**src/logic/mab_pkg.sv**
```systemverilog
// package: constants, carriers and state types of the muxed address/data bus front end
`default_nettype none
package mab_pkg;

   // ------------------------------------------------------------
   // widths, depths and reset values
   // ------------------------------------------------------------
   localparam int            MAB_ADDR_W     = 16;
   localparam int            MAB_DATA_W     = 8;
   localparam int            MAB_FIFO_DEPTH = 16;
   localparam int            MAB_LOW_LSB    = 0;     // low address byte position
   localparam int            MAB_HIGH_LSB   = 8;     // high address byte position
   localparam logic [1:0]    MAB_ST_RESET   = 2'h0;  // status code while no cycle has run
   localparam logic [1:0]    MAB_ST_WRITE   = 2'h1;  // status code of a write cycle
   localparam logic [1:0]    MAB_ST_READ    = 2'h2;  // status code of a read cycle
   localparam logic [7:0]    MAB_BYTE_RESET = 8'h00;

   // ------------------------------------------------------------
   // carriers
   // ------------------------------------------------------------
   typedef struct packed {
      logic                  isIo;
      logic                  isWrite;
      logic [15:0]           addr;
      logic [7:0]            wdata;
   } mab_req_t;

   localparam int            MAB_REQ_W = $bits(mab_req_t);

   typedef struct packed {
      logic [7:0]            highAddr;   // high address byte (port address on I/O)
      logic                  highOe;     // high address lines driven
      logic [7:0]            lowOut;     // shared low byte, address then data
      logic                  lowOe;      // shared low byte driven
      logic                  ale;        // address latch strobe, never floated
      logic                  ioSel;      // cycle status: I/O versus memory
      logic [1:0]            status;     // cycle status: {s1, s0}
   } mab_pins_t;

   typedef enum logic [2:0] {
      MAB_IDLE,
      MAB_T1A,
      MAB_T1B,
      MAB_T2,
      MAB_T3
   } mab_phase_t;

   typedef struct packed {
      mab_phase_t            phase;
      mab_req_t              cur;
      mab_pins_t             pins;
      logic [7:0]            rdData;
      logic                  rdValid;
   } mab_core_state_t;

endpackage : mab_pkg
`default_nettype wire

```
**src/logic/mab_bus_latch.sv**
```systemverilog
// file: bus sequencer driving high address, muxed low address/data and the latch strobe
//
// Operation
// - high address byte; port address on I/O
// - float high address in hold, halt, reset
// - low address on shared bus in T1
// - after T1 shared bus carries data
// - latch strobe high in first clock state
// - latch strobe always driven, never floated
`timescale 1ns/1ns
`default_nettype none
module mab_bus_latch #(
   parameter int FIFO_DEPTH = 16
) (
   // clock and reset
   input  wire logic                 core_clk,
   input  wire logic                 rst,
   // core request stream
   input  wire logic                 reqValid,
   output logic                      reqReady,
   input  wire mab_pkg::mab_req_t    req,
   // core read answer
   output logic [7:0]                rdData,
   output logic                      rdValid,
   // bus mode inputs
   input  wire logic                 holdMode,
   input  wire logic                 haltMode,
   // external bus pins
   output mab_pkg::mab_pins_t        busPins,
   input  wire logic [7:0]           lowAddrDataIn
);
   import mab_pkg::*;

   mab_core_state_t st_reg;
   mab_core_state_t st_next;
   logic            qValid;
   logic            qReady;
   logic [MAB_REQ_W-1:0] qData;
   mab_req_t        qReq;
   logic            busFree;

   // ------------------------------------------------------------
   // decode helpers
   // ------------------------------------------------------------
   // an I/O access repeats its 8-bit port number on the high lines
   function automatic logic [7:0] highByte(input mab_req_t r);
      highByte = r.isIo ? r.addr[MAB_LOW_LSB +: 8] : r.addr[MAB_HIGH_LSB +: 8];
   endfunction : highByte

   function automatic logic [1:0] statusCode(input mab_req_t r);
      statusCode = r.isWrite ? MAB_ST_WRITE : MAB_ST_READ;
   endfunction : statusCode

   // ------------------------------------------------------------
   // request buffer: stalls the core only once all FIFO_DEPTH entries are full
   // ------------------------------------------------------------
   mab_fifo #(
      .WIDTH    (MAB_REQ_W),
      .DEPTH    (FIFO_DEPTH)
   ) u_fifo (
      .core_clk (core_clk),
      .rst      (rst),
      .inValid  (reqValid),
      .inReady  (reqReady),
      .inData   (req),
      .outValid (qValid),
      .outReady (qReady),
      .outData  (qData)
   );

   assign qReq    = mab_req_t'(qData);
   // a new cycle only starts with the bus released by hold and halt
   assign busFree = !holdMode && !haltMode;
   assign qReady  = (st_reg.phase == MAB_IDLE) && busFree;

   // ------------------------------------------------------------
   // sequencer: T1 split in two halves so the strobe can fall early
   // ------------------------------------------------------------
   always_comb
   begin
      st_next         = st_reg;
      st_next.rdValid = 1'b0;
      st_next.pins.ale = 1'b0;                                // strobe is low unless in T1A
      st_next.pins.highOe = busFree;                          // float in hold and halt
      case (st_reg.phase)
         MAB_IDLE:
         begin
            st_next.pins.lowOe = 1'b0;
            if (qValid && busFree)
            begin
               st_next.cur            = qReq;
               st_next.phase          = MAB_T1A;
               st_next.pins.ale       = 1'b1;
               st_next.pins.highAddr  = highByte(qReq);
               st_next.pins.lowOut    = qReq.addr[MAB_LOW_LSB +: 8];
               st_next.pins.lowOe     = 1'b1;
               st_next.pins.ioSel     = qReq.isIo;            // status stable around strobe fall
               st_next.pins.status    = statusCode(qReq);
            end
         end
         MAB_T1A:
         begin
            // strobe drops while the low address still sits on the bus
            st_next.phase = MAB_T1B;
         end
         MAB_T1B:
         begin
            // the bus turns to data only after a full cycle of strobe low
            st_next.phase      = MAB_T2;
            st_next.pins.lowOe = st_reg.cur.isWrite;
            if (st_reg.cur.isWrite)
               st_next.pins.lowOut = st_reg.cur.wdata;
         end
         MAB_T2:
         begin
            st_next.phase = MAB_T3;
         end
         MAB_T3:
         begin
            // read data is sampled at the last edge before the bus is released
            if (!st_reg.cur.isWrite)
            begin
               st_next.rdData  = lowAddrDataIn;
               st_next.rdValid = 1'b1;
            end
            st_next.pins.lowOe = 1'b0;
            st_next.phase      = MAB_IDLE;
         end
         default:
         begin
            st_next.phase      = MAB_IDLE;
            st_next.pins.lowOe = 1'b0;
         end
      endcase
   end

   // state register; reset releases the high and low address lines, strobe and status stay driven
   always_ff @(posedge core_clk or posedge rst)
   begin
      if (rst)
      begin
         st_reg             <= '0;                            // high lines float in reset
         st_reg.phase       <= MAB_IDLE;
         st_reg.pins.status <= MAB_ST_RESET;
         st_reg.pins.highAddr <= MAB_BYTE_RESET;
         st_reg.rdData      <= MAB_BYTE_RESET;
      end
      else
         st_reg <= st_next;
   end

   // ------------------------------------------------------------
   // outputs: strobe has no enable, it is always driven
   // ------------------------------------------------------------
   assign busPins = st_reg.pins;
   assign rdData  = st_reg.rdData;
   assign rdValid = st_reg.rdValid;
endmodule : mab_bus_latch
`default_nettype wire

```
**src/logic/mab_fifo.sv**
```systemverilog
// file: request FIFO between the core and the bus sequencer
`timescale 1ns/1ns
`default_nettype none
module mab_fifo #(
   parameter int WIDTH = 26,
   parameter int DEPTH = 16
) (
   // clock and reset
   input  wire logic             core_clk,
   input  wire logic             rst,
   // filling side
   input  wire logic             inValid,
   output logic                  inReady,
   input  wire logic [WIDTH-1:0] inData,
   // draining side
   output logic                  outValid,
   input  wire logic             outReady,
   output logic [WIDTH-1:0]      outData
);
   localparam int PW = $clog2(DEPTH);

   typedef struct packed {
      logic [DEPTH-1:0][WIDTH-1:0] mem;
      logic [PW-1:0]               wrPtr;
      logic [PW-1:0]               rdPtr;
      logic [PW:0]                 count;
   } mab_fifo_state_t;

   mab_fifo_state_t st_reg;
   mab_fifo_state_t st_next;
   logic            doPush;
   logic            doPop;

   // ------------------------------------------------------------
   // handshakes: full and empty come straight from the count
   // ------------------------------------------------------------
   assign inReady  = (st_reg.count != (PW+1)'(DEPTH));
   assign outValid = (st_reg.count != '0);
   assign outData  = st_reg.mem[st_reg.rdPtr];
   assign doPush   = inValid && inReady;
   assign doPop    = outValid && outReady;

   // next state: pointers wrap at DEPTH so any depth works
   always_comb
   begin
      st_next = st_reg;
      if (doPush)
      begin
         st_next.mem[st_reg.wrPtr] = inData;
         st_next.wrPtr = (st_reg.wrPtr == PW'(DEPTH-1)) ? '0 : st_reg.wrPtr + PW'(1);
      end
      if (doPop)
         st_next.rdPtr = (st_reg.rdPtr == PW'(DEPTH-1)) ? '0 : st_reg.rdPtr + PW'(1);
      if (doPush && !doPop)
         st_next.count = st_reg.count + (PW+1)'(1);
      else if (doPop && !doPush)
         st_next.count = st_reg.count - (PW+1)'(1);
   end

   // state register
   always_ff @(posedge core_clk or posedge rst)
   begin
      if (rst)
         st_reg <= '0;
      else
         st_reg <= st_next;
   end

endmodule : mab_fifo
`default_nettype wire

```
**config.mk**
```make
export PLATFORM = sky130hd
export DESIGN_NAME = mab_bus_latch
export DESIGN_NICKNAME = d
export VERILOG_FILES = /design/src/logic/mab_pkg.sv /design/src/logic/mab_bus_latch.sv /design/src/logic/mab_fifo.sv
export SDC_FILE = /design/constraint.sdc
export NUM_CORES = 1
export LEC_CHECK = 0
export BUFFER_PORTS_ARGS = -buffer_cell sky130_fd_sc_hd__buf_4
export CAP_MARGIN = 20
export CELL_PAD_IN_SITES_DETAIL_PLACEMENT = 0
export CELL_PAD_IN_SITES_GLOBAL_PLACEMENT = 1
export CORE_ASPECT_RATIO = 0.9
export CORE_UTILIZATION = 35
export CTS_CLUSTER_DIAMETER = 120
export DETAILED_ROUTE_END_ITERATION = 10
export GPL_TIMING_DRIVEN = 0
export PLACE_DENSITY = 0.63
export SYNTH_ARGS = -nofsm -noshare
export SYNTH_HDL_FRONTEND = slang
export SYNTH_SLANG_ARGS = --single-unit
```
**constraint.sdc**
```tcl
create_clock -name core_clk -period 32.4 [get_ports core_clk]
set_clock_uncertainty 0.05 [all_clocks]
set_input_delay 8.1 -clock core_clk [delete_from_list [all_inputs] [get_ports core_clk]]
set_output_delay 8.1 -clock core_clk [all_outputs]
set_load 0.05 [all_outputs]
```
== Yosys cells after proc, flatten, opt, wreduce, memory -nomap -nowiden ==
Cells that the tools add are included.
Word-level totals
  register bits: 488
  bits of input ports: 39
  output and inout bits: 32
  word-level logic and storage cells: 89
Operators by class
  reductions and logical operators: 20
  add/sub/neg operators: 4
  multiplexer cells: 20
  equal/unequal tests: 9
  magnitude comparators: 3
  bitwise logic cells: 1
Operator list (count)
  416-bit bitwise mux: 1
  26-bit binary-select mux with 4-bit select: 1
  26-bit demux with 4-bit select: 1
  26-bit 2-to-1 mux: 2
  37-bit 2-to-1 mux: 1
  8-bit 2-to-1 mux: 2
  8-bit case mux with 2 select lines: 1
  13-bit 2-to-1 mux: 1
  4-bit 2-to-1 mux: 3
  3-bit case mux with 4 select lines: 1
  4-bit by 5-bit less-than comparator with 1-bit output, second input constant: 2
  5-bit 2-to-1 mux: 2
  4-bit by 1-bit adder with 4-bit output, second input constant: 2
  4-bit equality test, second input constant: 2
  1-bit logical AND: 8
  3-bit by 2-bit equality test with 1-bit output, second input constant: 2
  5-bit by 1-bit adder with 5-bit output, second input constant: 1
  5-bit != test, second input constant: 1
  5-bit nonzero test: 1
  5-bit by 1-bit subtractor with 5-bit output, second input constant: 1
  4-bit by 1-bit greater-or-equal comparator with 1-bit output, second input constant: 1
  1-bit logical NOT: 4
  2-bit AND reduction: 2
  2-bit nonzero test: 2
  other kinds (11): 12

== Depth between registers and ports, before layout ==
Gate-level depths: netlist (run 1).
  word-level depth: 7
  mapped depth: 13
  depth with buffers taken out: 11

== Modules after synthesis ==
Synthesis (run 1) repeated with hierarchy kept, for this count alone.
Unflattened totals
  cell total of the unflattened synthesis: 1422
  area, all modules: 22607.9 um2
By module, submodules not included
  mab_fifo: seq. area each 10735.3 um2, instances 1, area each 20641.0 um2, cells an instance 1264
  mab_bus_latch: seq. area each 1051.0 um2, instances 1, area each 1966.9 um2, cells an instance 158

== Worst setup path after synthesis (run 1) ==
OpenSTA, ideal clock, no wires.
  kind: input to register
  from: input port haltMode
  to: register u_fifo.st_reg[4] in the netlist's numbering
  data required time: 32270 ps
  arrival: 10273 ps
  slack: 21997 ps
  buffers on the path: 1
  library setup time: 80 ps
  stages on the path: 12
  cells stage by stage: nor2_1 o211a_1 inv_1 buf_1 ha_1 inv_1 ha_1 nor2b_1 o21a_1 or3_1 a21oi_1 xnor2_1
On the way
  cells in the longest elaborated chain, start to end: 7
  elaborated cells on any way between the ends: 9
  classes of those cells: mux (1); reduce/logical (8)
RTL lines
  from (decl): RTL line mab_bus_latch.sv:27  | input wire logic haltMode,
  1-bit logical NOT *: RTL line mab_bus_latch.sv:73  | assign busFree = !holdMode && !haltMode;
  1-bit logical AND *: RTL line mab_bus_latch.sv:73
  1-bit logical AND *: RTL line mab_bus_latch.sv:74  | assign qReady = (st_reg.phase == MAB_IDLE) && busFree;
  1-bit logical AND *: RTL line mab_fifo.sv:41  | assign doPop = outValid && outReady;
  1-bit logical NOT: RTL line mab_fifo.sv:54  | if (doPush && !doPop)
  1-bit logical AND: RTL line mab_fifo.sv:54
  5-bit 2-to-1 mux or 2-bit nonzero test (tied branches)
  to (signal assigned): RTL line mab_fifo.sv:66  | st_reg <= st_next;
  to (decl): RTL line mab_fifo.sv:29  | mab_fifo_state_t st_reg;
Every way passes the cells marked *; elsewhere a longest branch is shown, timed or not.
A chain may end at the register's enable or synchronous reset.

== Worst setup path in the final report (run 1) ==
  from: input port haltMode
  to: register u_fifo.st_reg[4] in the netlist's numbering
On the way
  cells in the longest elaborated chain, start to end: 7
  elaborated cells on any way between the ends: 9
  classes of those cells: mux (1); reduce/logical (8)
RTL lines
  1-bit logical NOT *: RTL line mab_bus_latch.sv:73
  1-bit logical AND *: RTL line mab_bus_latch.sv:73
  via busFree: RTL line mab_bus_latch.sv:40  | logic busFree;
  1-bit logical AND *: RTL line mab_bus_latch.sv:74
  1-bit logical AND *: RTL line mab_fifo.sv:41
  1-bit logical NOT: RTL line mab_fifo.sv:54
  1-bit logical AND: RTL line mab_fifo.sv:54
  5-bit 2-to-1 mux or 2-bit nonzero test (tied branches)
The timed path passes the listed nets; every way through them passes the cells marked *.

==> reports/summary.txt, run 1 <==
Run status -> complete, no violations
Clock latency on the worst-skew pair -> 610 ps
Die area -> 65,500 µm²
GRT Total Usage -> 17.9%
Routed wire length -> 57,100 µm
Data arrival, critical path -> 10,970 ps
Row count -> 87
Largest register FFs -> 429
Syn Area/Cell -> 16.6 µm²
Slew headroom -> 25.1%
Maximum clock frequency -> 0.0954 GHz
H-tree depth -> 2
DR WL/cell -> 24.0 µm
Largest net degree at the start of global routing -> 118
Most common cell after layout, fill and taps aside -> dfrtp_1
Critical Path Sink Type -> register
Critical Path Source Type -> input pin
Total grt overflow -> 0
Max cap viols -> 0
Largest fanout on the critical path -> 10
Asr flop ratio synth -> 100%
Tmin final -> 10,480 ps
Hold/Removal Path Class -> register to register
Synth-to-Final Area Change -> 15.8%
Syn nets -> 1,410
Post-CTS Hold Fix Bufs -> 0
Core region area -> 63,200 µm²
Die height -> 243 µm
Routed Antenna Nets -> 0
Finished Core Util -> 41.3%
Mapped Cells -> 1,361
P_leak -> 0.0121 µW
Non-filler cells, final -> 2,380
Port Buf Inserts -> 70
Vias -> 12,144
Fin. Hold Viols -> 0
Yosys reg bits -> 471
Number of fill cells -> 5,660
Final net count -> 1,544
Mapped Area -> 22,600 µm²
Number of gates resized after CTS -> 0
Clock buffer depth -> 3
Placed cell area -> 24,400 µm²
TritonCTS Buffers -> 53
DRT iter0 DRCs -> 756
Final setup vio count -> 0
Seq/Total Area, Yosys -> 52.2%
Die Width -> 270 µm
Share of cells above drive strength 1 -> 52.2%
Max-slew violations -> 0
Yosys cell types -> 47
Critical path class -> input pin to register
Clk pin slew, worst setup/hold paths -> 60 ps
TNS Setup -> 0 ps
RSZ-0062 raised after global routing -> false
Global-route wire length before repair -> 87,500 µm
Vias in the first global route -> 13,125
Hpwl dp -> 36,800 µm
Post-CTS setup buffers -> 0
CTS tree -> built
Power density cells -> 104 nW/µm²
I/O pin cnt -> 71
Number of synthesis warnings -> 0
Root Buffer -> clkbuf_16
Most frequent cells in the layout -> dfrtp_1 (471), mux2_2 (220), mux2_4 (200)
Req. time, crit path -> 32,880 ps
Slew @ Worst Pin -> 1120 ps
Top FF cell, synth -> dfrtp_1
VDD IR max -> 42.4 µV
Vias per cell -> 5.10
Post-route cell area -> 26,200 µm²
Fin crit share -> 32.4%
DP Cell Count -> 2,283
GP Congestion -> 0.757
Initial Util -> 35.7%
Initial antenna violation count -> 2
Post-synth EDFFs -> 0
Drt pass-1 iters -> 5
Post-route DRC -> 0
TritonCTS Sinks -> 471
## logic make-up after synthesis
family	after synthesis	share of synthesized area [%]
compound gates	54	1.62
buf+inv	146	4.88
flops	471	52.2
xor+xnor	7	0.272
simple gates	103	2.83
fa+ha+maj	10	0.587
mux	570	37.6
## area by class of cell
| cell class | count | area (µm²) | share of cell area (%) |
|---|---|---|---|
| inverter | 11 | 48.8 | 0.187 |
| timing repair buffer | 79 | 748 | 2.86 |
| multi-input combinational | 744 | 9690 | 37.0 |
| antenna | 1 | 2.50 | 0.00957 |
| tap | 845 | 1060 | 4.04 |
| clock inverter | 11 | 139 | 0.531 |
| buffer | 135 | 1060 | 4.06 |
| clock buffer | 83 | 1620 | 6.20 |
| sequential | 471 | 11800 | 45.1 |
## metal layers
| layer | wire length, µm | part of all wire, % | vias to the layer above | GRT usage, % |
|---|---|---|---|---|
| met5 | 0 | 0 | - | 0 |
| met4 | 1170 | 2.1 | 0 | 4.76 |
| met3 | 2260 | 4.0 | 66 | 3.00 |
| met2 | 25600 | 45 | 213 | 26.9 |
| met1 | 28000 | 49 | 6593 | 26.5 |
| li1 | - | - | 5272 | - |
## worst paths after layout
| path | startpoint | end | slack (ps) | cells past startpoint |
|---|---|---|---|---|
| setup / recovery | haltMode | u_fifo.st_reg[4]$_DFFE_PP0P_ | 21920 | 13 |
| hold / removal | u_fifo.st_reg[164]$_DFFE_PP0P_ | u_fifo.st_reg[164]$_DFFE_PP0P_ | 440 | 1 |
| setup reg to reg | u_fifo.st_reg[1]$_DFFE_PP0P_ | u_fifo.st_reg[4]$_DFFE_PP0P_ | 28560 | 12 |
| hold reg to reg | u_fifo.st_reg[164]$_DFFE_PP0P_ | u_fifo.st_reg[164]$_DFFE_PP0P_ | 440 | 1 |
| max in group asynchronous | rst | u_fifo.st_reg[130]$_DFFE_PP0P_ | 23110 | 5 |
| min in group asynchronous | rst | u_fifo.st_reg[144]$_DFFE_PP0P_ | 7490 | 2 |
## worst max-delay path, cell delays in order
cell     delay, ps
buf_4          110
nor2_1         220
o211a_1        370
inv_1          170
buf_1          310
ha_1           350
inv_1          120
ha_1           270
nor2b_1        140
o21a_1         170
or3_1          300
a21oi_1        190
xnor2_1        140
## metrics by stage
stage,setup slack (ps),hold slack (ps),power [µW]
after floorplan,11110,396,1820
after global placement,5720,419,2100
after detailed placement,21310,431,2130
after CTS,21960,444,2750
after global routing,21700,458,2870
final,21920,441,2730
## report_power, final
| part | leakage, µW | switching (µW) | internal, µW |
|---|---|---|---|
| Sequential | 0.00592 | 146 | 859 |
| Clock | 0.000860 | 249 | 358 |
| Combinational | 0.00534 | 496 | 620 |
| Total | 0.0121 | 891 | 1840 |
## synth_stat cells, types with 2 or more instances
cell type / number / area, µm²
mux2_2: 220 / 2480
buf_1: 13 / 48.8
buf_2: 8 / 40.0
mux2i_1: 25 / 250
or3_1: 2 / 12.5
ha_1: 9 / 113
buf_6: 6 / 67.6
a32oi_1: 8 / 70.1
o21ai_0: 10 / 50.1
nand3_1: 8 / 40.0
clkbuf_1: 45 / 169
mux2_4: 200 / 3000
inv_1: 10 / 37.5
buf_12: 21 / 420
a21oi_1: 12 / 60.1
xor2_1: 2 / 17.5
o21a_1: 2 / 15.0
nand3_4: 12 / 210
mux2_1: 5 / 56.3
nor3_1: 2 / 10.0
buf_4: 42 / 315
nor2_1: 15 / 56.3
nand3_2: 4 / 40.0
a21o_1: 2 / 15.0
xnor2_1: 5 / 43.8
a211oi_1: 4 / 30.0
mux4_2: 120 / 2700
nand2_1: 49 / 184
nor2b_1: 3 / 18.8
dfrtp_1: 471 / 11800
a22oi_1: 8 / 60.1
o211ai_1: 3 / 22.5
Note: power is estimated with default switching activity, not from simulation.
==> run 2: changes to the inputs <==
--- a/config.mk
+++ b/config.mk
@@ -5,6 +5,7 @@
 export SDC_FILE = /design/constraint.sdc
 export NUM_CORES = 1
 export LEC_CHECK = 0
+export ABC_AREA = 1
 export BUFFER_PORTS_ARGS = -buffer_cell sky130_fd_sc_hd__buf_4
 export CAP_MARGIN = 20
 export CELL_PAD_IN_SITES_DETAIL_PLACEMENT = 0
@@ -14,7 +15,7 @@
 export CTS_CLUSTER_DIAMETER = 120
 export DETAILED_ROUTE_END_ITERATION = 10
 export GPL_TIMING_DRIVEN = 0
-export PLACE_DENSITY = 0.63
+export PLACE_DENSITY = 0.72
 export SYNTH_ARGS = -nofsm -noshare
 export SYNTH_HDL_FRONTEND = slang
 export SYNTH_SLANG_ARGS = --single-unit
==> constraint.sdc (replaced) <==
create_clock -name core_clk -period 9.32 [get_ports core_clk]
set_clock_uncertainty 0.05 [all_clocks]
set_input_delay 2.33 -clock core_clk [delete_from_list [all_inputs] [get_ports core_clk]]
set_output_delay 2.33 -clock core_clk [all_outputs]
set_load 0.05 [all_outputs]
==> run 2 against run 1 <==
  * Wire length up 51%
  * Sequential power increased to 3.4 times the previous value
  * Sequential share of layout area is 0.39 points higher
  * Utilization shrank 0.072 points
  * Sequential cell count stayed put
  * Non-clock buffer count increased by 98
  * Via count increased by 66%
  * Power increased to 3.7 times the previous value
  * Cell count is 60% higher
  * Count of clock-buffer cells in the layout increased by 5
  * Design area is 0.86% lower
  * Global-route usage rose by 9.2 points
  * Critical path type unchanged
  * Largest power group unchanged
  * Highest routed layer is now met5
==> reports/summary.txt, run 2 <==
Run status -> complete, no violations (unchanged)
P_leak -> 0.0127 µW (was 0.0121 µW)
Initial antenna violation count -> 3 (was 2)
List of most frequent post-synthesis cells -> nand2_1 (797), dfrtp_1 (471), o21ai_0 (296), nand3_1 (253), inv_1 (227) (was dfrtp_1 (471), mux2_2 (220), mux2_4 (200), mux4_2 (120), nand2_1 (49))
Vias per cell -> 5.30 (was 5.10)
Fin crit share -> 46.3%
Clock network power share -> 21.4% (was 22.2%)
Maximum clock frequency -> 0.231 GHz
Fin. Hold Viols -> 0 (unchanged)
Most common cell after layout, fill and taps aside -> nand2_1 (was dfrtp_1)
Most frequent cells in the layout -> nand2_1 (797), dfrtp_1 (471), o21ai_0 (296) (was dfrtp_1 (471), mux2_2 (220), mux2_4 (200))
Drt pass-1 iters -> 7 (was 5)
Data arrival, critical path -> 4760 ps (was 10,970 ps)
Share of cells above drive strength 1 -> 11.9% (was 52.2%)
Final hold slack -> 424 ps (was 441 ps)
H-tree depth -> 2 (unchanged)
Synth-to-Final Area Change -> 16.4% (was 15.8%)
Clock buffer depth -> 3 (unchanged)
Tmin final -> 4320 ps
DP Cell Count -> 3,701 (was 2,283)
Routed wire length -> 86,300 µm (was 57,100 µm)
I/O pin cnt -> 71 (unchanged)
Critical path, cell by cell -> buf_4 -> nor2_1 -> nand4_1 -> clkbuf_1 -> ha_1 -> inv_1 -> ha_1 -> a21oi_1 -> nor2_1 -> o21ai_0 -> nand3_1 -> xor2_1 (was buf_4 -> nor2_1 -> o211a_1 -> inv_1 -> buf_1 -> ha_1 -> inv_1 -> ha_1 -> nor2b_1 -> o21a_1 -> or3_1 -> a21oi_1 -> xnor2_1)
Hpwl dp -> 61,500 µm (was 36,800 µm)
Die area -> 64,600 µm² (was 65,500 µm²)
Total grt overflow -> 0 (unchanged)
Post-synth top area cell -> dfrtp_1 (unchanged)
DRT iter0 DRCs -> 2,413 (was 756)
Final setup vio count -> 0 (unchanged)
Slew headroom -> 26.4% (was 25.1%)
Syn Area/Cell -> 8.03 µm² (was 16.6 µm²)
Synth top area share -> 52.9% (was 52.2%)
Number of synthesis warnings -> 0 (unchanged)
VDD IR max -> 164 µV (was 42.4 µV)
Combinational share of power -> 44.7% (was 40.9%)
Mapped Cells -> 2,774 (was 1,361)
Number of gates resized after CTS -> 0 (unchanged)
Die height -> 241 µm (was 243 µm)
Yosys reg bits -> 471 (unchanged)
Slew @ Worst Pin -> 1100 ps (was 1120 ps)
Initial Util -> 35.5% (was 35.7%)
DR WL/cell -> 22.7 µm (was 24.0 µm)
RSZ-0062 raised after global routing -> false (unchanged)
Largest register FFs -> 429 (unchanged)
Yosys cell types -> 41 (was 47)
Req. time, crit path -> 9760 ps (was 32,880 ps)
Die Width -> 268 µm (was 270 µm)
Vias -> 20,144 (was 12,144)
Clk pin slew, worst setup/hold paths -> 60 ps (about the same)
Register share of total power -> 33.9% (was 36.9%)
Critical Path Sink Type -> register (unchanged)
Max cap viols -> 0 (unchanged)
Delay of the slowest cell on the worst path -> 350 ps (was 370 ps)
Hold/Removal Path Class -> register to register (unchanged)
Mapped Area -> 22,300 µm² (was 22,600 µm²)
CTS tree -> built (unchanged)
Core region area -> 62,800 µm² (was 63,200 µm²)
Largest fanout on the critical path -> 10 (unchanged)
Post-CTS setup buffers -> 0 (unchanged)
Critical Path Source Type -> input pin (unchanged)
Top cells by area, synth -> dfrtp_1 (53%), nand2_1 (13%), o21ai_0 (6.7%) (was dfrtp_1 (52%), mux2_4 (13%), mux4_2 (12%))
Post-route DRC -> 0 (unchanged)
Max-slew violations -> 0 (unchanged)
Routed Antenna Nets -> 0 (unchanged)
Top-count cell post-synth -> nand2_1 (was dfrtp_1)
TritonCTS Buffers -> 53 (unchanged)
Final net count -> 2,960 (was 1,544)
Non-filler cells, final -> 3,798 (was 2,380)
Critical path class -> input pin to register (unchanged)
GRT Total Usage -> 27.1% (was 17.9%)
Root Buffer -> clkbuf_16 (unchanged)
Row count -> 87 (unchanged)
Switching share of power -> 44.6% (was 32.7%)
Clock latency on the worst-skew pair -> 620 ps (was 610 ps)
Post-synth EDFFs -> 0 (unchanged)
Syn nets -> 2,823 (was 1,410)
Power density cells -> 394 nW/µm² (was 104 nW/µm²)
PnR worst setup slack -> 5000 ps (was 21,920 ps)
Top FF cell, synth -> dfrtp_1 (unchanged)
TritonCTS Sinks -> 471 (unchanged)
Global-route wire length before repair -> 127,000 µm (was 87,500 µm)
Vias in the first global route -> 19,232 (was 13,125)
Seq/Total Area, Yosys -> 52.9% (was 52.2%)
Port Buf Inserts -> 70 (unchanged)
Post-CTS Hold Fix Bufs -> 0 (unchanged)
Max stage delay cell, worst path -> nand4_1 (was o211a_1)
NetSw -> 4560 µW (was 891 µW)
Asr flop ratio synth -> 100% (unchanged)
GP Congestion -> 0.915 (was 0.757)
Place WS -> 4360 ps (was 21,310 ps)
Largest net degree at the start of global routing -> 44 (was 118)
P_int -> 5670 µW (was 1840 µW)
run 2: changes by cell type after synthesis, sizes merged, moves of 11 or more:
cell,before,now
o21ai,10,498
mux4,120,0
nand2,49,800
or2,1,44
a21oi,12,23
inv,11,234
buf,90,147
mux2,425,0
clkbuf,45,83
nand3,24,258
o211ai,3,35
nand4,1,12
mux2i,25,0
nor2,15,134
run 2: stage by stage:
step / total power, µW / utilization [%] / instance area, µm² / setup TNS, ps
floorplan: 6260 / - / 22300 / 0
global placement: 7830 / 38.0 / 23900 / -1048800
detailed placement: 7920 / 38.4 / 24100 / 0
CTS: 10100 / 41.3 / 25900 / 0
global route: 10800 / 41.3 / 25900 / 0
finish: 10200 / 41.3 / 25900 / 0
run 2: worst paths after layout:
kind	slack, ps	start	to	depth (start not counted)
max	5000	haltMode	u_fifo.st_reg[4]$_DFFE_PP0P_	12
max reg2reg	6310	u_fifo.st_reg[1]$_DFFE_PP0P_	u_fifo.st_reg[4]$_DFFE_PP0P_	12
max in group asynchronous	6030	rst	rdData[6]$_DFFE_PP0P_	6
min reg2reg	420	u_fifo.st_reg[35]$_DFFE_PP0P_	u_fifo.st_reg[35]$_DFFE_PP0P_	2
min	420	u_fifo.st_reg[35]$_DFFE_PP0P_	u_fifo.st_reg[35]$_DFFE_PP0P_	2
min in group asynchronous	1800	rst	u_fifo.st_reg[371]$_DFFE_PP0P_	2
run 2: cell type report:
class,instances,area (µm²)
inverters,236,892
multi-input cells,1837,8460
clock inverters,8,96.3
well taps,845,1060
plain buffers,230,1140
repair buffers,82,766
fillers,6388,36900
diodes,1,2.50
clock buffers,88,1730
flip-flops and latches,471,11800
run 2: cells by family (layout without fill, tap and decap cells):
kind of cell / Yosys count / after routing / synth area share, %
simple gates: 1255 / 1255 / 23.9
compound gates: 568 / 568 / 13.3
flops: 471 / 471 / 52.9
buf+inv: 466 / 644 / 9.10
fa+ha+maj: 10 / 10 / 0.596
xor+xnor: 4 / 4 / 0.157
other cells: 0 / 1 / 0
run 2: critical path: cells and delay by family:
family	cells	cell delay [ps]
adder cells (fa/ha/maj)	2	600
AO/OA/AOI/OAI	2	310
XOR/XNOR	1	160
AND/OR/NAND/NOR	4	790
buffers and inverters	3	560
run 2: power groups by stage:
stage	Sequential [µW]	Clock [µW]	Combinational, µW
final	3470	2190	4570
after global routing	3570	2290	4980
after CTS	3450	2220	4460
after detailed placement	3470	0	4450
after global placement	3450	0	4370
after floorplan	3340	0	2920
run 2: metal layers:
layer | part of all wire [%] | global-route usage, %
met1 | 44 | 38.8
met2 | 44 | 40.8
met3 | 9.3 | 5.78
met4 | 2.6 | 8.09
met5 | 0.015 | 0
==> run 3: changes to the inputs <==
--- a/config.mk
+++ b/config.mk
@@ -15,7 +15,7 @@
 export CTS_CLUSTER_DIAMETER = 120
 export DETAILED_ROUTE_END_ITERATION = 10
 export GPL_TIMING_DRIVEN = 0
-export PLACE_DENSITY = 0.72
+export PLACE_DENSITY = 0.69
 export SYNTH_ARGS = -nofsm -noshare
 export SYNTH_HDL_FRONTEND = slang
 export SYNTH_SLANG_ARGS = --single-unit
==> constraint.sdc (replaced) <==
create_clock -name core_clk -period 4.5 [get_ports core_clk]
set_clock_uncertainty 0.05 [all_clocks]
set_input_delay 1.125 -clock core_clk [delete_from_list [all_inputs] [get_ports core_clk]]
set_output_delay 1.125 -clock core_clk [all_outputs]
set_load 0.05 [all_outputs]
==> run 3 against run 2 <==
  * Sequential share of layout area hardly changed
  * Sequential cell count stayed put
  * Combinational power is 110% higher
  * Design area is 0.10% lower
  * Non-clock buffer count is 2 higher
  * Critical path depth stayed put
  * Cell count is 0.11% higher
  * Sequential power is 110% higher
  * Count of clock-buffer cells in the layout is 5 lower
  * Clock power is 100% higher
  * First-iteration DRC count is 6.0% lower
  * Largest power group unchanged
  * Highest routed layer unchanged
==> reports/summary.txt, run 3 (synthesized netlist as in run 2, its figures left out) <==
Critical Path Sink Type -> register (unchanged)
Largest fanout on the critical path -> 10 (unchanged)
Vias per cell -> 5.32 (was 5.30)
Req. time, crit path -> 4940 ps (was 9760 ps)
Fin crit share -> 65.7%
DR WL/cell -> 22.9 µm (was 22.7 µm)
Die height -> 241 µm (unchanged)
Reg2reg path depth -> 12 (unchanged)
Power density cells -> 815 nW/µm² (was 394 nW/µm²)
Drt pass-1 iters -> 6 (was 7)
Maximum clock frequency -> 0.338 GHz
Number of gates resized after CTS -> 0 (unchanged)
Antenna Cells -> 0 (was 1)
Routed Antenna Nets -> 0 (unchanged)
RSZ-0062 raised after global routing -> false (unchanged)
Largest delay share family, worst path -> simple AND/OR/NAND/NOR gates (unchanged)
Global-route wire length before repair -> 129,000 µm (was 127,000 µm)
Slew @ Worst Pin -> 1140 ps (was 1100 ps)
Register area -> 11,800 µm² (unchanged)
TritonCTS Buffers -> 54 (was 53)
H-tree depth -> 2 (unchanged)
Total grt overflow -> 0 (unchanged)
Post-route DRC -> 0 (unchanged)
Most frequent cells in the layout -> nand2_1 (797), dfrtp_1 (471), o21ai_0 (296) (unchanged)
Hpwl dp -> 61,800 µm (was 61,500 µm)
Worst hold path depth -> 2 (unchanged)
Total area of multi-input combinational cells -> 8460 µm² (unchanged)
Hold Startpoint -> rdData[4]$_DFFE_PP0P_ (was u_fifo.st_reg[35]$_DFFE_PP0P_)
WHS Endpoint -> rdData[4]$_DFFE_PP0P_ (was u_fifo.st_reg[35]$_DFFE_PP0P_)
GRT Total Usage -> 27.4% (was 27.1%)
Tmin final -> 2960 ps
Post-CTS setup buffers -> 0 (unchanged)
Buffer and inverter count on the worst path -> 2 (was 3)
R2R Path Start -> u_fifo.st_reg[1]$_DFFE_PP0P_ (unchanged)
Initial Util -> 35.5% (unchanged)
Port Buf Inserts -> 70 (unchanged)
Row count -> 87 (unchanged)
Place WS -> 952 ps (was 4360 ps)
Final setup vio count -> 0 (unchanged)
P_leak -> 0.0127 µW (about the same)
Number of fill cells -> 6,456 (was 6,388)
CTS tree -> built (unchanged)
Core region area -> 62,800 µm² (unchanged)
Vias in the first global route -> 19,154 (was 19,232)
Critical Path Source Type -> register (was input pin)
FF-to-FF End -> u_fifo.st_reg[4]$_DFFE_PP0P_ (unchanged)
Critical path class -> register to register (was input pin to register)
Largest net degree at the start of global routing -> 45 (was 44)
Die Width -> 268 µm (unchanged)
Slew headroom -> 23.7% (was 26.4%)
Cell depth of the worst setup path -> 12 (unchanged)
GP Congestion -> 0.919 (was 0.915)
Delay of the slowest cell on the worst path -> 430 ps (was 350 ps)
Post-CTS Hold Fix Bufs -> 0 (unchanged)
TritonCTS Sinks -> 471 (unchanged)
Critical path, cell by cell -> nor2_2 -> nand4_1 -> nand4_1 -> clkbuf_1 -> ha_1 -> inv_1 -> ha_1 -> a21oi_1 -> nor2_1 -> o21ai_0 -> nand3_1 -> xor2_1 (was buf_4 -> nor2_1 -> nand4_1 -> clkbuf_1 -> ha_1 -> inv_1 -> ha_1 -> a21oi_1 -> nor2_1 -> o21ai_0 -> nand3_1 -> xor2_1)
Clk pin slew, worst setup/hold paths -> 60 ps (about the same)
Root Buffer -> clkbuf_16 (unchanged)
Clock buffer depth -> 3 (unchanged)
Final hold slack -> 426 ps (was 424 ps)
PnR worst setup slack -> 1540 ps (was 5000 ps)
Synth-to-Final Area Change -> 16.3% (was 16.4%)
Final net count -> 2,963 (was 2,960)
VDD IR max -> 290 µV (was 164 µV)
Clock latency on the worst-skew pair -> 620 ps (about the same)
Power, Total -> 21,100 µW (was 10,200 µW)
Hold/Removal Path Class -> register to register (unchanged)
Finished Core Util -> 41.2% (was 41.3%)
Fin. Hold Viols -> 0 (unchanged)
Routed wire length -> 87,200 µm (was 86,300 µm)
Data arrival, critical path -> 3400 ps (was 4760 ps)
Flop-to-flop setup slack -> 1540 ps (was 6310 ps)
Initial antenna violation count -> 3 (unchanged)
Die area -> 64,600 µm² (unchanged)
DRT iter0 DRCs -> 2,268 (was 2,413)
Largest register FFs -> 429 (unchanged)
Run status -> complete, no violations (unchanged)
Vias -> 20,208 (was 20,144)
I/O pin cnt -> 71 (unchanged)
Share of cells above drive strength 1 -> 11.9% (about the same)
Max stage delay cell, worst path -> dfrtp_1 (was nand4_1)
Max cap viols -> 0 (unchanged)
Max-slew violations -> 0 (unchanged)
Most common cell after layout, fill and taps aside -> nand2_1 (unchanged)
==> run 3: cell types whose count changed in the layout (fill, tap and decap cells not counted) <==
| cell | change |
|---|---|
| clkinv_2 | +8 |
| buf_12 | +1 |
| clkbuf_1 | +3 |
| clkbuf_8 | -8 |
| buf_8 | +1 |
| diode_2 | -1 |
==> run 3: final cells by class <==
class                   instances  area share [%]
flip-flops and latches        471            45.5
multi-input cells            1837            32.7
clock buffers                  83            6.30
plain buffers                 230            4.40
well taps                     845            4.08
inverters                     236            3.44
repair buffers                 84            3.09
clock inverters                16           0.527
==> run 3: worst min-delay path, cell delays in order, from the launching register on <==
cell and delay (ps):
dfrtp_1 340, nand2_1 50, nand2_1 50
==> run 3: worst max-delay path by stage <==
stage                                       startpoint                       endpoint
after floorplan                                    rst         busPins[0]$_DFFE_PP0P_
after global placement                             rst  u_fifo.st_reg[45]$_DFFE_PP0P_
after detailed placement                      haltMode   u_fifo.st_reg[4]$_DFFE_PP0P_
after CTS                 u_fifo.st_reg[1]$_DFFE_PP0P_   u_fifo.st_reg[4]$_DFFE_PP0P_
after global routing      u_fifo.st_reg[1]$_DFFE_PP0P_   u_fifo.st_reg[4]$_DFFE_PP0P_
final                     u_fifo.st_reg[1]$_DFFE_PP0P_   u_fifo.st_reg[4]$_DFFE_PP0P_
==> run 3: metal layers <==
metal  track usage [%]  up-vias  part of all wire [%]
met2              40.5      882                    43
met5                 0        -                 0.033
li1                  -     9166                     -
met1              39.3     9984                    45
met4              9.78        4                   3.4
met3              5.82      172                   8.6
==> run 3: stage by stage <==
stage	instances	cell area, µm²	setup TNS [ps]
floorplan	2774	22300	-1438360
global placement	3689	23900	-2796360
detailed placement	3702	24100	0
CTS	3801	25900	0
global route	3802	25900	0
finish	3802	25900	0
==> run 3: report_power, final <==
group / internal, µW / leakage, µW / switching (µW)
sequential: 6120 / 0.00596 / 1030
combinational: 2910 / 0.00584 / 6600
clock: 2600 / 0.000881 / 1860
